--- src/cid_pkg.sv ---
// package of encodings, field positions and timing counts for the instruction decoder
//------------------------------------------------------------------------------
// Functional notes
// - 75 base plus 8 extended instructions
// - one 16-bit word; four take two
// - single word splits into opcode and operands
// - four categories: byte, bit, literal, control
// - byte ops carry file, destination, access fields
// - destination zero: accumulator; one: file register
// - bit ops carry file, bit number, access
// - literal ops: constant, pointer choice, or none
// - control ops: address, fast mode, table mode
// - lone second word (top nibble ones) is nop
// - one cycle; two if taken or jumping
// - double-word instructions take two cycles
// - instruction cycle is four clock periods
// - taken two-word branch takes three cycles
// - access zero: fixed region; one: bank selector
// - bit number is three bits, 0 to 7
// - fast mode one uses shadows, zero not
// - table modes: same, post-inc, post-dec, pre-inc
//------------------------------------------------------------------------------
package cid_pkg;

	//------------------------------------------------------------------------------
	// sizes and counts
	//------------------------------------------------------------------------------
	localparam int          WORD_W           = 16;       // program memory word
	localparam int          BASE_INSTR_COUNT = 75;       // standard group size
	localparam int          EXT_INSTR_COUNT  = 8;        // extended group size
	localparam int          EXT_IDX_W        = $clog2(EXT_INSTR_COUNT);
	localparam int          PHASES_PER_CYC   = 4;        // clock periods per instruction cycle
	localparam int          PH_W             = $clog2(PHASES_PER_CYC);
	localparam logic [1:0]  PH_LAST          = 2'(PHASES_PER_CYC - 1);
	localparam logic [1:0]  CYC_ONE          = 2'h1;
	localparam logic [1:0]  CYC_TWO          = 2'h2;
	localparam logic [1:0]  CYC_THREE        = 2'h3;

	//------------------------------------------------------------------------------
	// field positions within a word
	//------------------------------------------------------------------------------
	localparam int          GRP_HI   = 15;               // group nibble
	localparam int          GRP_LO   = 12;
	localparam int          DEST_BIT = 9;                // byte ops: destination
	localparam int          ACC_BIT  = 8;                // byte and bit ops: access selector
	localparam int          BIT_HI   = 11;               // bit ops: bit number
	localparam int          BIT_LO   = 9;
	localparam int          SUB_HI   = 11;               // control: sub-opcode
	localparam int          SUB_LO   = 8;
	localparam int          PTR_HI   = 9;                // short pointer load field
	localparam int          PTR_LO   = 8;
	localparam int          DW_KHI   = 9;                // double-word kind
	localparam int          DW_KLO   = 8;
	localparam int          DW_FAST  = 7;                // double-word call fast bit
	localparam int          DW_PHI   = 5;                // double-word pointer field
	localparam int          DW_PLO   = 4;
	localparam int          BR_COND  = 11;               // relative branch is conditional
	localparam logic [3:0]  ACCESS_BANK = 4'h0;          // bank used when access selector is 0

	//------------------------------------------------------------------------------
	// group nibble codes
	//------------------------------------------------------------------------------
	localparam logic [3:0]  G_CTRL   = 4'h0;
	localparam logic [3:0]  G_BYTE_L = 4'h1;
	localparam logic [3:0]  G_BYTE_H = 4'h5;
	localparam logic [3:0]  G_BIT_L  = 4'h6;
	localparam logic [3:0]  G_SKIP_L = 4'h9;             // bit tests that skip when true
	localparam logic [3:0]  G_BIT_H  = 4'ha;
	localparam logic [3:0]  G_LIT    = 4'hb;
	localparam logic [3:0]  G_LITPTR = 4'hc;
	localparam logic [3:0]  G_BRA    = 4'hd;
	localparam logic [3:0]  G_DW     = 4'he;
	localparam logic [3:0]  G_SECOND = 4'hf;             // tag of every second word

	// control sub-opcodes
	localparam logic [3:0]  C_NOP    = 4'h0;
	localparam logic [3:0]  C_RET    = 4'h1;
	localparam logic [3:0]  C_TBLRD  = 4'h2;
	localparam logic [3:0]  C_TBLWR  = 4'h3;
	localparam logic [3:0]  C_EXT    = 4'h8;

	// double-word kinds
	localparam logic [1:0]  DW_GOTO  = 2'h0;
	localparam logic [1:0]  DW_CALL  = 2'h1;
	localparam logic [1:0]  DW_LDPTR = 2'h2;
	localparam logic [1:0]  DW_LBRA  = 2'h3;             // long conditional branch

	//------------------------------------------------------------------------------
	// types
	//------------------------------------------------------------------------------
	typedef enum logic [1:0] {
		CAT_BYTE = 2'h0,
		CAT_BIT  = 2'h1,
		CAT_LIT  = 2'h2,
		CAT_CTRL = 2'h3
	} cid_cat_t;

	typedef enum logic [1:0] {
		TBL_SAME    = 2'h0,
		TBL_POSTINC = 2'h1,
		TBL_POSTDEC = 2'h2,
		TBL_PREINC  = 2'h3
	} cid_tbl_t;

	typedef enum logic [2:0] {
		ST_FETCH  = 3'h1,
		ST_SECOND = 3'h2,
		ST_FLUSH  = 3'h4
	} cid_st_t;

endpackage

--- src/cid_decode.sv ---
// instruction format decoder with execution cycle sequencing
`timescale 1ns/1ps
`default_nettype none

module cid_decode
	import cid_pkg::*;
(
	input  wire logic                 core_clk_i,
	input  wire logic                 rst_n_i,
	input  wire logic [WORD_W-1:0]    instr_i,        // word from program memory
	input  wire logic                 cond_true_i,    // condition result for skips and branches
	input  wire logic                 ext_en_i,       // extended group enabled
	input  wire logic [3:0]           bank_sel_i,     // bank_selector value
	output logic [PH_W-1:0]           phase_o,
	output logic                      cyc_end_o,
	output logic                      start_o,        // pulse: new instruction accepted
	output logic [1:0]                cat_o,
	output logic [7:0]                file_addr_o,
	output logic                      dest_acc_o,     // result to working_accumulator
	output logic                      dest_file_o,    // result to file register
	output logic                      banked_o,       // bank_selector supplies bank
	output logic [11:0]               data_addr_o,
	output logic [2:0]                bit_sel_o,
	output logic [7:0]                bit_mask_o,
	output logic [7:0]                literal_o,
	output logic [1:0]                ptr_sel_o,      // indirect_pointer choice
	output logic [19:0]               prog_addr_o,
	output logic                      fast_o,         // shadow registers in use
	output logic [1:0]                tbl_mode_o,     // table_pointer update mode
	output logic                      ext_op_o,
	output logic [EXT_IDX_W-1:0]      ext_idx_o,
	output logic                      exec_nop_o,     // current cycle executes as nop
	output logic                      dw_o,           // double-word instruction in flight
	output logic [1:0]                cycles_o        // cycles of current instruction
);

	//------------------------------------------------------------------------------
	// phase divider
	//------------------------------------------------------------------------------
	logic cyc_end;                                        // last clock of the cycle

	cid_phase u_phase (
		.core_clk_i (core_clk_i),
		.rst_n_i    (rst_n_i),
		.phase_o    (phase_o),
		.cyc_end_o  (cyc_end)
	);

	//------------------------------------------------------------------------------
	// decoding helpers
	//------------------------------------------------------------------------------
	// group nibble to category; second words fall to control
	function automatic cid_cat_t cat_of(input logic [WORD_W-1:0] w);
		logic [3:0] g;
		g = w[GRP_HI:GRP_LO];
		if (g >= G_BYTE_L && g <= G_BYTE_H) begin
			cat_of = CAT_BYTE;
		end else if (g >= G_BIT_L && g <= G_BIT_H) begin
			cat_of = CAT_BIT;
		end else if (g == G_LIT || g == G_LITPTR) begin
			cat_of = CAT_LIT;
		end else begin
			cat_of = CAT_CTRL;
		end
	endfunction

	// single-word instruction needs an extra cycle
	function automatic logic extra_of(input logic [WORD_W-1:0] w, input logic c);
		logic [3:0] g;
		g = w[GRP_HI:GRP_LO];
		extra_of = (g >= G_SKIP_L && g <= G_BIT_H && c)
		         || (g == G_BRA && (!w[BR_COND] || c))
		         || (g == G_CTRL && w[SUB_HI:SUB_LO] == C_RET);
	endfunction

	//------------------------------------------------------------------------------
	// state
	//------------------------------------------------------------------------------
	typedef struct packed {
		cid_st_t              st;
		logic                 pend;       // taken long branch owes a flush cycle
		logic                 start;
		cid_cat_t             cat;
		logic [7:0]           file_addr;
		logic                 dest_acc;
		logic                 dest_file;
		logic                 banked;
		logic [11:0]          data_addr;
		logic [2:0]           bit_sel;
		logic [7:0]           bit_mask;
		logic [7:0]           literal;
		logic [1:0]           ptr_sel;
		logic [19:0]          prog_addr;
		logic                 fast;
		cid_tbl_t             tbl_mode;
		logic                 ext_op;
		logic [EXT_IDX_W-1:0] ext_idx;
		logic                 exec_nop;
		logic                 dw;
		logic [1:0]           dw_kind;
		logic [1:0]           cycles;
		logic                 cyc_end;
	} cid_dec_t;

	// enum members named explicitly: a bare '0 is not assignment compatible with an enum
	localparam cid_dec_t RESET_S = '{st: ST_FETCH, cat: CAT_BYTE, tbl_mode: TBL_SAME, cycles: CYC_ONE, default: '0};

	cid_dec_t s;
	cid_dec_t next_s;
	logic [3:0] grp;                                      // group nibble of incoming word
	logic [3:0] sub;                                      // control sub-opcode

	assign grp = instr_i[GRP_HI:GRP_LO];
	assign sub = instr_i[SUB_HI:SUB_LO];

	// sequencing and field extraction, once per instruction cycle
	always_comb begin
		next_s         = s;
		next_s.start   = 1'b0;
		next_s.cyc_end = cyc_end;
		if (cyc_end) begin
			case (s.st)
				ST_FETCH: begin
					// fresh instruction; fields cleared where the format lacks them
					next_s          = RESET_S;
					next_s.cyc_end  = cyc_end;
					next_s.start    = 1'b1;
					next_s.cat      = cat_of(instr_i);
					next_s.cycles   = extra_of(instr_i, cond_true_i) ? CYC_TWO : CYC_ONE;
					next_s.st       = extra_of(instr_i, cond_true_i) ? ST_FLUSH : ST_FETCH;
					case (next_s.cat)
						CAT_BYTE: begin
							next_s.file_addr = instr_i[7:0];
							next_s.dest_file = instr_i[DEST_BIT];
							next_s.dest_acc  = !instr_i[DEST_BIT];
							next_s.banked    = instr_i[ACC_BIT];
						end
						CAT_BIT: begin
							next_s.file_addr = instr_i[7:0];
							next_s.bit_sel   = instr_i[BIT_HI:BIT_LO];
							next_s.bit_mask  = 8'h01 << instr_i[BIT_HI:BIT_LO];
							next_s.banked    = instr_i[ACC_BIT];
						end
						CAT_LIT: begin
							next_s.literal = instr_i[7:0];
							if (grp == G_LITPTR) begin
								next_s.ptr_sel = instr_i[PTR_HI:PTR_LO];
							end
						end
						default: begin
							if (grp == G_SECOND) begin
								next_s.exec_nop = 1'b1;
							end else if (grp == G_BRA) begin
								// relative offset, sign extended
								next_s.prog_addr = {{9{instr_i[10]}}, instr_i[10:0]};
							end else if (grp == G_DW) begin
								next_s.dw      = 1'b1;
								next_s.dw_kind = instr_i[DW_KHI:DW_KLO];
								next_s.cycles  = CYC_TWO;
								next_s.st      = ST_SECOND;
								next_s.prog_addr[19:12] = instr_i[7:0];
								if (instr_i[DW_KHI:DW_KLO] == DW_CALL) begin
									next_s.fast = instr_i[DW_FAST];
								end
								if (instr_i[DW_KHI:DW_KLO] == DW_LDPTR) begin
									next_s.cat     = CAT_LIT;
									next_s.ptr_sel = instr_i[DW_PHI:DW_PLO];
								end
								if (instr_i[DW_KHI:DW_KLO] == DW_LBRA && cond_true_i) begin
									next_s.pend   = 1'b1;
									next_s.cycles = CYC_THREE;
								end
							end else if (sub == C_RET) begin
								next_s.fast = instr_i[0];
							end else if (sub == C_TBLRD || sub == C_TBLWR) begin
								next_s.tbl_mode = cid_tbl_t'(instr_i[1:0]);
							end else if (sub == C_EXT && ext_en_i) begin
								next_s.ext_op  = 1'b1;
								next_s.ext_idx = instr_i[EXT_IDX_W-1:0];
							end else begin
								next_s.exec_nop = 1'b1;                // no-operand or disabled op
							end
						end
					endcase
					// access selector picks fixed region or bank
					next_s.data_addr = {next_s.banked ? bank_sel_i : ACCESS_BANK, instr_i[7:0]};
				end
				ST_SECOND: begin
					// second word completes the wide operand
					if (s.dw_kind == DW_LDPTR) begin
						next_s.literal = instr_i[7:0];
					end else begin
						next_s.prog_addr[11:0] = instr_i[11:0];
					end
					next_s.st = s.pend ? ST_FLUSH : ST_FETCH;
				end
				ST_FLUSH: begin
					next_s.exec_nop = 1'b1;
					next_s.pend     = 1'b0;
					next_s.st       = ST_FETCH;
				end
				default: begin
					next_s = RESET_S;                              // illegal code recovers
				end
			endcase
		end
	end

	// register state
	always_ff @(posedge core_clk_i) begin
		if (!rst_n_i) begin
			s <= RESET_S;
		end else begin
			s <= next_s;
		end
	end

	//------------------------------------------------------------------------------
	// outputs, all taken from state flops
	//------------------------------------------------------------------------------
	assign cyc_end_o   = s.cyc_end;
	assign start_o     = s.start;
	assign cat_o       = s.cat;
	assign file_addr_o = s.file_addr;
	assign dest_acc_o  = s.dest_acc;
	assign dest_file_o = s.dest_file;
	assign banked_o    = s.banked;
	assign data_addr_o = s.data_addr;
	assign bit_sel_o   = s.bit_sel;
	assign bit_mask_o  = s.bit_mask;
	assign literal_o   = s.literal;
	assign ptr_sel_o   = s.ptr_sel;
	assign prog_addr_o = s.prog_addr;
	assign fast_o      = s.fast;
	assign tbl_mode_o  = s.tbl_mode;
	assign ext_op_o    = s.ext_op;
	assign ext_idx_o   = s.ext_idx;
	assign exec_nop_o  = s.exec_nop;
	assign dw_o        = s.dw;
	assign cycles_o    = s.cycles;

	//------------------------------------------------------------------------------
	// checks
	//------------------------------------------------------------------------------
	// helper: word accepted in fetch
	logic take;
	assign take = cyc_end && s.st == ST_FETCH;

	single_cycle_a : assert property (@(posedge core_clk_i) disable iff (!rst_n_i)
		take && grp != G_DW && !extra_of(instr_i, cond_true_i) |=> s.st == ST_FETCH && s.cycles == CYC_ONE)
		else $error("plain single word not one cycle");
	taken_two_a : assert property (@(posedge core_clk_i) disable iff (!rst_n_i)
		take && grp != G_DW && extra_of(instr_i, cond_true_i) |=> s.st == ST_FLUSH ##4 s.exec_nop)
		else $error("taken single word lacks nop cycle");
	double_word_a : assert property (@(posedge core_clk_i) disable iff (!rst_n_i)
		take && grp == G_DW && !cond_true_i |=> s.st == ST_SECOND ##4 s.st == ST_FETCH)
		else $error("double word not two cycles");
	long_branch_a : assert property (@(posedge core_clk_i) disable iff (!rst_n_i)
		take && grp == G_DW && instr_i[DW_KHI:DW_KLO] == DW_LBRA && cond_true_i
		|=> s.cycles == CYC_THREE ##4 s.st == ST_FLUSH ##4 s.st == ST_FETCH)
		else $error("taken long branch not three cycles");
	lone_second_a : assert property (@(posedge core_clk_i) disable iff (!rst_n_i)
		take && grp == G_SECOND |=> s.exec_nop && s.cycles == CYC_ONE && !s.dw)
		else $error("lone second word not a nop");
	dest_sel_a : assert property (@(posedge core_clk_i) disable iff (!rst_n_i)
		take && cat_of(instr_i) == CAT_BYTE |=> s.dest_file == $past(instr_i[DEST_BIT]) && s.dest_acc != s.dest_file)
		else $error("destination selector mismatch");
	bit_mask_a : assert property (@(posedge core_clk_i) disable iff (!rst_n_i)
		s.start && s.cat == CAT_BIT |-> s.bit_mask == (8'h01 << s.bit_sel) && $onehot(s.bit_mask))
		else $error("bit mask does not match bit number");
	bank_sel_a : assert property (@(posedge core_clk_i) disable iff (!rst_n_i)
		take && cat_of(instr_i) inside {CAT_BYTE, CAT_BIT}
		|=> s.data_addr[11:8] == (s.banked ? $past(bank_sel_i) : ACCESS_BANK))
		else $error("bank select wrong");
	fast_ctrl_a : assert property (@(posedge core_clk_i) disable iff (!rst_n_i)
		s.fast |-> s.cat == CAT_CTRL)
		else $error("fast mode outside control op");
	ext_gate_a : assert property (@(posedge core_clk_i) disable iff (!rst_n_i)
		take && !ext_en_i |=> !s.ext_op)
		else $error("extended op decoded while disabled");

	dw_cv : cover property (@(posedge core_clk_i) disable iff (!rst_n_i)
		s.start && s.dw ##4 s.st == ST_SECOND);
	flush_cv : cover property (@(posedge core_clk_i) disable iff (!rst_n_i)
		s.start && s.cycles == CYC_THREE);
	tbl_cv : cover property (@(posedge core_clk_i) disable iff (!rst_n_i)
		s.start && s.tbl_mode == TBL_PREINC);

endmodule

`default_nettype wire

--- src/cid_phase.sv ---
// instruction cycle phase divider: four clock periods per instruction cycle
`timescale 1ns/1ps
`default_nettype none

module cid_phase
	import cid_pkg::*;
(
	input  wire logic            core_clk_i,
	input  wire logic            rst_n_i,
	output logic [PH_W-1:0]      phase_o,
	output logic                 cyc_end_o
);

	//------------------------------------------------------------------------------
	// state
	//------------------------------------------------------------------------------
	typedef struct packed {
		logic [PH_W-1:0] ph;     // current phase
		logic            last;   // high in the last phase only
	} cid_ph_t;

	cid_ph_t s;
	cid_ph_t next_s;

	// advance phase; the end pulse is precomputed so it leaves a flop
	always_comb begin
		next_s      = s;
		next_s.ph   = s.ph + 1'b1;
		next_s.last = (next_s.ph == PH_LAST);
	end

	// register state
	always_ff @(posedge core_clk_i) begin
		if (!rst_n_i) begin
			s <= '0;
		end else begin
			s <= next_s;
		end
	end

	assign phase_o   = s.ph;
	assign cyc_end_o = s.last;

	//------------------------------------------------------------------------------
	// checks
	//------------------------------------------------------------------------------
	cycle_four_a : assert property (@(posedge core_clk_i) disable iff (!rst_n_i)
		cyc_end_o |=> !cyc_end_o [*3] ##1 cyc_end_o)
		else $error("instruction cycle is not four clocks");

	cyc_end_cv : cover property (@(posedge core_clk_i) disable iff (!rst_n_i)
		cyc_end_o ##4 cyc_end_o);

endmodule

`default_nettype wire

--- config.mk ---
export PLATFORM = sky130hd
export DESIGN_NAME = cid_decode
export DESIGN_NICKNAME = d
export VERILOG_FILES = /design/src/cid_pkg.sv /design/src/cid_decode.sv /design/src/cid_phase.sv
export SDC_FILE = /design/constraint.sdc
export NUM_CORES = 1
export LEC_CHECK = 0
export ABC_AREA = 1
export BUFFER_PORTS_ARGS = -buffer_cell sky130_fd_sc_hd__buf_2
export CAP_MARGIN = 40
export CORE_ASPECT_RATIO = 0.8
export CORE_MARGIN = 3
export CORE_UTILIZATION = 35
export CTS_BUF_LIST = sky130_fd_sc_hd__clkbuf_16
export DETAILED_ROUTE_END_ITERATION = 10
export GPL_TIMING_DRIVEN = 0
export HOLD_SLACK_MARGIN = 0.03
export PLACE_DENSITY = 0.55
export SLEW_MARGIN = 20
export SYNTH_ARGS = -nofsm -noshare
export SYNTH_HDL_FRONTEND = slang
export SYNTH_SLANG_ARGS = --single-unit
--- constraint.sdc ---
create_clock -name core_clk_i -period 2.4 [get_ports core_clk_i]
set_clock_uncertainty 0.15 [all_clocks]
set_input_delay 0.12 -clock core_clk_i [delete_from_list [all_inputs] [get_ports core_clk_i]]
set_output_delay 0.12 -clock core_clk_i [all_outputs]
set_load 0.02 [all_outputs]
# Yosys cells after proc, flatten, opt, wreduce, memory -nomap -nowiden
# Index checks and enable logic that the tools add are counted.
# word_totals
elab_cells	142
ff_bits	88
input_bits	24
# op_classes
reduce_logical	25
shifts	1
add_sub_neg	1
n_mux	60
n_bitwise	3
order_cmp	5
eq_ne	21
# op_table
operator	n
case mux 37 bit (2 select lines)	1
case mux 12 bit (3 select lines)	1
two-way mux 33 bit	1
two-way mux 8 bit	4
two-way mux 2 bit	15
two-way mux 29 bit	1
== test 4 bit (second input constant)	6
two-way mux 12 bit	2
two-way mux 4 bit	6
case mux 8 bit (3 select lines)	1
case mux 10 bit (2 select lines)	1
two-way mux 5 bit	3
two-way mux 7 bit	2
case mux 7 bit (2 select lines)	1
two-way mux 13 bit	1
case mux 6 bit (2 select lines)	1
two-way mux 1 bit	11
two-way mux 11 bit	1
== test 2 bit (second input constant)	5
two-way mux 10 bit	1
== test 4 x 2 -> 1 bit (second input constant)	2
logical AND 1 bit	8
<< shifter 1 x 3 -> 8 bit (first input constant)	1
two-way mux 3 bit	2
25 further kinds	38

# Longest topological paths before layout
# Gate-level depths: netlist (run 1).
# depth
depth_word	14
depth_mapped	10
mapped_depth_nobuf	10

# Hierarchy
# Synthesis (run 1) repeated with hierarchy kept, for this count alone.
# unflattened
cells_unflattened	618
area_unflattened_um2	4409.2
# by_module_without_submodules
mod	area_per_inst_um2	cells_per_inst	n_inst
cid_decode	4314.1	608	1
cid_phase	95.1	10	1

# Worst setup path before layout (run 1)
# OpenSTA, ideal clock, no wires.
# synth_path
path_kind	flip-flop to flip-flop
from	register s[83] (netlist name)
to	register s (netlist bit literal_o[4])
arrival_time_ps	1216
path_slack_ps	925
path_stages_with_launch	8
setup_ps	109
period_less_slack_ps	1475
path_buffers	0
path_cell_list	dfxtp_1 inv_2 nand3_4 clkinv_1 a21oi_4 o21ai_0 nand2_1 inv_1
# synth_between
elab_chain_cells	3
word_cells_on_any_way	7
classes_between	eq/ne: 4; mux: 1; bitwise: 1; reduce/logical: 1
# synth_lines
element	line_no	text
start: declaration	cid_decode.sv:108	cid_dec_t s;
start signal: assignment	cid_decode.sv:214	s <= next_s;
== test 3 x 2 -> 1 bit / == test 3 bit (equally long branches)	cid_decode.sv:122	case (s.st)
inequality test 2 bit (no line) / inverter 1 bit (equally long branches)	n/a	
AND reduction 3 bit (no line)	n/a	
# Parallel ways exist; a longest one is shown, timed or not.
# A chain may end at the register's enable or synchronous reset.

# Worst setup path in the final report (run 1)
# layout_path
from	register s[84] (netlist name)
to	register s (netlist bit prog_addr_o[14])
# layout_between
elab_chain_cells	4
word_cells_on_any_way	7
classes_between	eq/ne: 3; mux: 1; bitwise: 1; reduce/logical: 2
# layout_lines
element	line_no
== test 3 x 2 -> 1 bit / == test 3 bit (equally long branches)	cid_decode.sv:122
OR reduction 2 bit (no line)	n/a
inverter 1 bit (no line)	n/a
AND reduction 2 bit (no line)	n/a
# Parallel ways exist; a longest one is shown, timed or not.

==> results of run 1 <==
[area by class of cell]
| cell class | count | area share |
|---|---|---|
| flip-flops and latches | 88 | 0.309 |
| clock inverters | 5 | 0.0174 |
| inverters | 51 | 0.0336 |
| multi-input cells | 387 | 0.331 |
| well taps | 171 | 0.0376 |
| repair buffers | 115 | 0.113 |
| clock buffers | 9 | 0.0396 |
| plain buffers | 98 | 0.118 |
[cells by family (layout without fill, tap and decap cells)]
family,after synthesis,count (layout),share of synthesized area
and+or+nand+nor,271,271,0.279
adders and majority gates,1,1,0.00277
DFF,88,88,0.390
buffers and inverters,149,278,0.192
AOI/OAI and AO/OA,115,115,0.136
[cells in the final DEF, fill, tap and decap left out, types with 4 or more instances in the layout]
master           n
nand2_4          4
buf_4           74
inv_1           42
buf_2          110
nand3_2          4
nor3_1          12
nor2_1          65
o21ai_1          7
nand4_1         15
a21oi_1         70
o21ai_0         31
inv_2            9
dfxtp_1         88
nand2_1        118
clkbuf_1        13
dlygate4sd3_1   13
nand3_1         42
clkbuf_16        9
[routing by layer]
| metal | part of all wire | GRT usage | vias up |
|---|---|---|---|
| met5 | 0 | 0 | - |
| met2 | 0.44 | 0.313 | 152 |
| li1 | - | - | 2210 |
| met3 | 0.071 | 0.0439 | 16 |
| met1 | 0.48 | 0.275 | 2004 |
| met4 | 0.010 | 0.0482 | 0 |
[tightest hold or removal path: cells and delay by family]
kind            cells  cell delay [ns]
buf+inv             1             0.12
simple gates        3             0.19
compound gates      1             0.06
[flip-flops by register name, indices dropped and copies added, names as in the netlist, 2 cells and up]
| signal | count |
|---|---|
| ptr_sel_o | 2 |
| ext_idx_o | 3 |
| data_addr_o | 12 |
| file_addr_o | 8 |
| prog_addr_o | 20 |
| literal_o | 8 |
| bit_mask_o | 8 |
| u_phase.phase_o | 2 |
| cat_o | 2 |
| bit_sel_o | 3 |
| s | 6 |
| cycles_o | 2 |
| tbl_mode_o | 2 |
[per-stage QoR]
step	utilization	power [W]	cells	worst slack, ns	instance area [um2]
6_report	0.460	0.00356	924	0.639	5690
5_1_grt	0.460	0.00368	924	0.469	5690
4_1_cts	0.460	0.00359	924	0.633	5690
3_5_place_dp	0.423	0.00201	897	0.650	5240
3_3_place_gp	0.423	0.00200	897	0.666	5240
2_1_floorplan	-	0.00185	624	0.925	4510
[how the worst min path moves through the flow]
| stage | from | endpoint | slack, ns |
|---|---|---|---|
| 2_1_floorplan | rst_n_i | bit_mask_o[2]$_SDFFE_PN0P_ | 0.11 |
| 3_3_place_gp | bank_sel_i[2] | data_addr_o[10]$_SDFFE_PN0P_ | 0.24 |
| 3_5_place_dp | bank_sel_i[2] | data_addr_o[10]$_SDFFE_PN0P_ | 0.24 |
| 4_1_cts | instr_i[0] | tbl_mode_o[0]$_SDFFE_PN0P_ | 0.03 |
| 5_1_grt | instr_i[1] | tbl_mode_o[1]$_SDFFE_PN0P_ | 0.06 |
| 6_report | instr_i[1] | tbl_mode_o[1]$_SDFFE_PN0P_ | 0.05 |
[where the power goes]
group,switching (W),internal [W],total (W)
registers,0.0000200,0.00150,0.00152
clock network,0.000559,0.00100,0.00156
logic,0.000319,0.000160,0.000479
==> flow_summary.json, run 1 <==
{
  "clk_pin_slew_ns": 0.06,
  "crit_chain": "inv_1 -> nand3_4 -> nand3_2 -> inv_1 -> buf_4 -> nand4_1 -> a21oi_1",
  "syn-num-nets": 649,
  "cp.depth": 7,
  "worstSetupStartpoint": "s[84]$_SDFFE_PN0P_",
  "critPathBufInv": 3,
  "routed_wl_mm": 14.2,
  "ys_ff_latch": 88,
  "critPathMaxFanout": 10,
  "dp_hpwl_mm": 10.7,
  "hp-class": "in2reg",
  "multi_input_area_mm2": 0.00189,
  "num_vias": 4382,
  "cts_hold_buf": 13,
  "drive_gt1_frac": 0.307,
  "synth.avg_cell_area_um2": 7.23,
  "r2r_slack_ns": 0.64,
  "antenna_found_initial": 0,
  "min_path_cells": 5,
  "period_share": 0.734,
  "slowest_delay_ns": 0.37,
  "cp_top_family": "buffers and inverters",
  "root_buffer": "clkbuf_16",
  "synth_area_leaders": "dfxtp_1 39%, buf_4 12%, nand2_1 9.8%, a21oi_1 7.8%, nor2_1 5.4%",
  "hold_slack_ns": 0.0487,
  "grt_pass1_wl_mm": 22.1,
  "r2r-end": "prog_addr_o[14]$_SDFFE_PN0P_",
  "synth_common_cells": "118 x nand2_1, 88 x dfxtp_1, 74 x buf_4",
  "first_iter_violations": 272,
  "power.leakage_nw": 2.74,
  "grt_max_degree": 14,
  "routabilityCongestion": 0.921,
  "fp-row-count": 36,
  "avgViaCountPerCell": 4.74,
  "final_nets": 775,
  "seq_area_frac_synth": 0.390,
  "syn2layout_area_growth_pct": 26.1,
  "finalHoldViolCount": 0,
  "irDropWorstVdd_v": 0.000370,
  "power_density_mw_per_mm2": 624,
  "routedWlPerCell_um": 15.4,
  "seq_area_mm2": 0.00176,
  "drv_cap": 0,
  "synth_edf_count": 0,
  "start_util": 0.364,
  "startpoint_type": "flip-flop",
  "chipWidth_um": 133,
  "h-tree-depth": 3,
  "die_h_um": 108,
  "clock_sinks": 88,
  "reg2reg_from": "s[84]$_SDFFE_PN0P_",
  "syn-instance-count": 624,
  "io_pins": 105,
  "slowest_stage": "dfxtp_1",
  "grt_pass1_vias": 4101,
  "reg2regPathDepth": 7,
  "cts_tree": "built",
  "cp_data_required_time_ns": 2.51,
  "core_mm2": 0.0124,
  "synthDistinctLibCells": 33,
  "synth_top_area_frac": 0.390,
  "tightest_slew_ns": 0.593,
  "crit_arrival_ns": 1.87,
  "cts-resized-gates": 0,
  "max_freq_mhz": 568,
  "dr.pass1.iters": 4,
  "cts_buffers": 9,
  "synth-main-ff-cell": "dfxtp_1",
  "cp_common_cell": "inv_1",
  "ant_nets": 0,
  "ys.warnings.count": 0,
  "syn-cell-area_mm2": 0.00451,
  "clock_latency_ns": 0.34,
  "async_reset_ff_frac": 0,
  "tns_ns": 0,
  "finalSetupViolations": 0,
  "io_buffers": 102,
  "grt_usage": 0.198,
  "status": "finished clean",
  "yosysMostFrequentCell": "nand2_1",
  "max_slew_margin": 0.605,
  "cts_buffer_depth": 2,
  "die_area_mm2": 0.0143,
  "post-cts-setup-buffers": 0,
  "grt_setup_unrepaired": "false",
  "fillers": 1293,
  "insertedDiodeCount": 0,
  "synth_top_area_cell": "dfxtp_1",
  "crit_path_end_kind": "flip-flop",
  "fin_crit_ns": 1.76,
  "crit_end": "prog_addr_o[14]$_SDFFE_PN0P_",
  "maxSlewViolCount": 0,
  "grt_remaining_overflow": 0,
  "drc": 0,
  "critPathKind": "reg2reg"
}
Note: power is estimated with default switching activity, not from simulation.
==> run 2, diff against run 1 <==
clock period = 1.75 ns   (was 2.4 ns; I/O delays follow)
==> run 2 against run 1 <==
  * Register-to-register slack lost 0.53 ns
  * Sequential share of layout area shrank 0.44 points
  * Die area is the same
  * Cell area grew 1.5%
  * Combinational power grew 41%
  * Highest routed layer unchanged
==> flow_summary.json, run 2 (synthesized netlist as in run 1, its figures left out) <==
{
  "insertedDiodeCount": 0,
  "grt_usage": 0.198,
  "first_iter_violations": 309,
  "max_slew_margin": 0.590,
  "io_pins": 105,
  "syn2layout_area_growth_pct": 28.0,
  "drv_cap": 0,
  "maxSlewViolCount": 0,
  "combPwrFrac": 0.138,
  "finalSetupViolations": 0,
  "ant_nets": 0,
  "finalHoldViolCount": 0,
  "routedWlPerCell_um": 15.4,
  "critPathMaxFanout": 9,
  "fin_crit_ns": 1.67,
  "dp_cells": 897,
  "dp_hpwl_mm": 10.7,
  "routabilityCongestion": 0.921,
  "grt_max_degree": 14,
  "cp_data_required_time_ns": 1.83,
  "io_buffers": 102,
  "clk_pin_slew_ns": 0.06,
  "cts_buffers": 9,
  "core_mm2": 0.0124,
  "hold_slack_ns": 0.0560,
  "final_nets": 779,
  "max_freq_mhz": 598,
  "largest_reg_flops": 20,
  "intPower_w": 0.00366,
  "root_buffer": "clkbuf_16",
  "p_clk_frac": 0.437,
  "grt_pass1_vias": 4121,
  "reg2reg_from": "s[83]$_SDFFE_PN0P_",
  "drive_gt1_frac": 0.324,
  "hp-class": "in2reg",
  "min_path_cells": 5,
  "dr.pass1.iters": 5,
  "clock_sinks": 88,
  "r2r_slack_ns": 0.11,
  "startpoint_type": "input pin",
  "die_area_mm2": 0.0143,
  "grt_remaining_overflow": 0,
  "critPathKind": "in2reg",
  "cts_buffer_depth": 2,
  "die_h_um": 108,
  "layout_common_cells": "118 x nand2_1, 107 x buf_2, 87 x dfxtp_1",
  "pre_cts_ws_ns": 0.0000998,
  "crit_path_end_kind": "flip-flop",
  "power_frac_seq": 0.425,
  "hp-start": "ext_en_i",
  "tightest_slew_ns": 0.615,
  "power.leakage_nw": 2.78,
  "h-tree-depth": 3,
  "num_vias": 4432,
  "routed_wl_mm": 14.3,
  "power_density_mw_per_mm2": 847,
  "switching_share": 0.253,
  "chipWidth_um": 133,
  "start_util": 0.364,
  "period_share": 0.956,
  "fin_cells": 928,
  "min_to": "ext_op_o$_SDFFE_PN0P_",
  "p_switching_w": 0.00124,
  "avgViaCountPerCell": 4.78,
  "setup_ws_ns": 0.0773,
  "clock_latency_ns": 0.34,
  "status": "finished clean",
  "drc": 0,
  "crit_arrival_ns": 1.75,
  "fp-row-count": 36,
  "r2r-end": "prog_addr_o[8]$_SDFFE_PN0P_",
  "grt_pass1_wl_mm": 22.1,
  "layout_commonest_cell": "nand2_1",
  "irDropWorstVdd_v": 0.000510,
  "cts_tree": "built",
  "reg2regPathDepth": 8,
  "antenna_found_initial": 0
}
## run 2: power by group through the flow
stage	clock, W	combinational (W)	sequential (W)
after floorplan	0	0.000406	0.00213
after global placement	0	0.000626	0.00212
after detailed placement	0	0.000629	0.00213
after CTS	0.00218	0.000658	0.00208
after global routing	0.00224	0.000736	0.00209
final	0.00214	0.000677	0.00208
## run 2: cell type report
| type | instances | area [um2] |
|---|---|---|
| Inverter | 51 | 198 |
| Multi-Input combinational cell | 387 | 1910 |
| Sequential cell | 88 | 1760 |
| Clock inverter | 5 | 98.8 |
| Clock buffer | 9 | 225 |
| Timing Repair Buffer | 119 | 676 |
| Fill cell | 1290 | 6610 |
| Buffer | 98 | 693 |
| Tap cell | 171 | 214 |
## run 2: routing by layer
layer | GRT usage | wire length, um | vias to the layer above | part of all wire
met5 | 0 | 0 | - | 0
met4 | 0.0482 | 158 | 0 | 0.011
met3 | 0.0435 | 853 | 16 | 0.060
met2 | 0.315 | 6280 | 150 | 0.44
met1 | 0.275 | 7040 | 2051 | 0.49
li1 | - | - | 2215 | -
## run 2: repair_timing
action,4_1_cts,5_1_grt
resized for setup,1,25
endpoints found under the setup margin,3,72
setup buffers,0,2
pin swaps,0,1
hold endpoints to repair,24,0
hold buffers,15,0
## run 2: worst max-delay path, cell delays in order
cell and delay [ns]:
dlygate4sd3_1 0.55, buf_2 0.19, nor2_1 0.28, nand2_1 0.08
inv_1 0.10, nand3_1 0.11, nand4_1 0.17, nand2_1 0.07
nand2_1 0.06, nand2_1 0.05
## run 2: worst max-delay path by stage
stage | from | end | slack [ns]
global placement | s[83]$_SDFFE_PN0P_ | literal_o[4]$_SDFFE_PN0P_ | 0.02
finish | instr_i[9] | cycles_o[0]$_SDFFE_PN1P_ | 0.08
CTS | s[84]$_SDFFE_PN0P_ | data_addr_o[3]$_SDFFE_PN0P_ | 0.002
floorplan | s[83]$_SDFFE_PN0P_ | literal_o[4]$_SDFFE_PN0P_ | 0.27
global route | instr_i[9] | cycles_o[0]$_SDFFE_PN1P_ | -0.008
detailed placement | s[82]$_SDFFE_PN1P_ | prog_addr_o[14]$_SDFFE_PN0P_ | 0.0001
## run 2: metrics by stage
step            util  cell area, um2  setup TNS [ns]  total power, W
4_1_cts        0.461            5710               0         0.00492
5_1_grt        0.467            5780        -0.00841         0.00507
6_report       0.467            5780               0         0.00490
3_3_place_gp   0.423            5240               0         0.00275
2_1_floorplan      -            4510               0         0.00254
3_5_place_dp   0.423            5240               0         0.00275
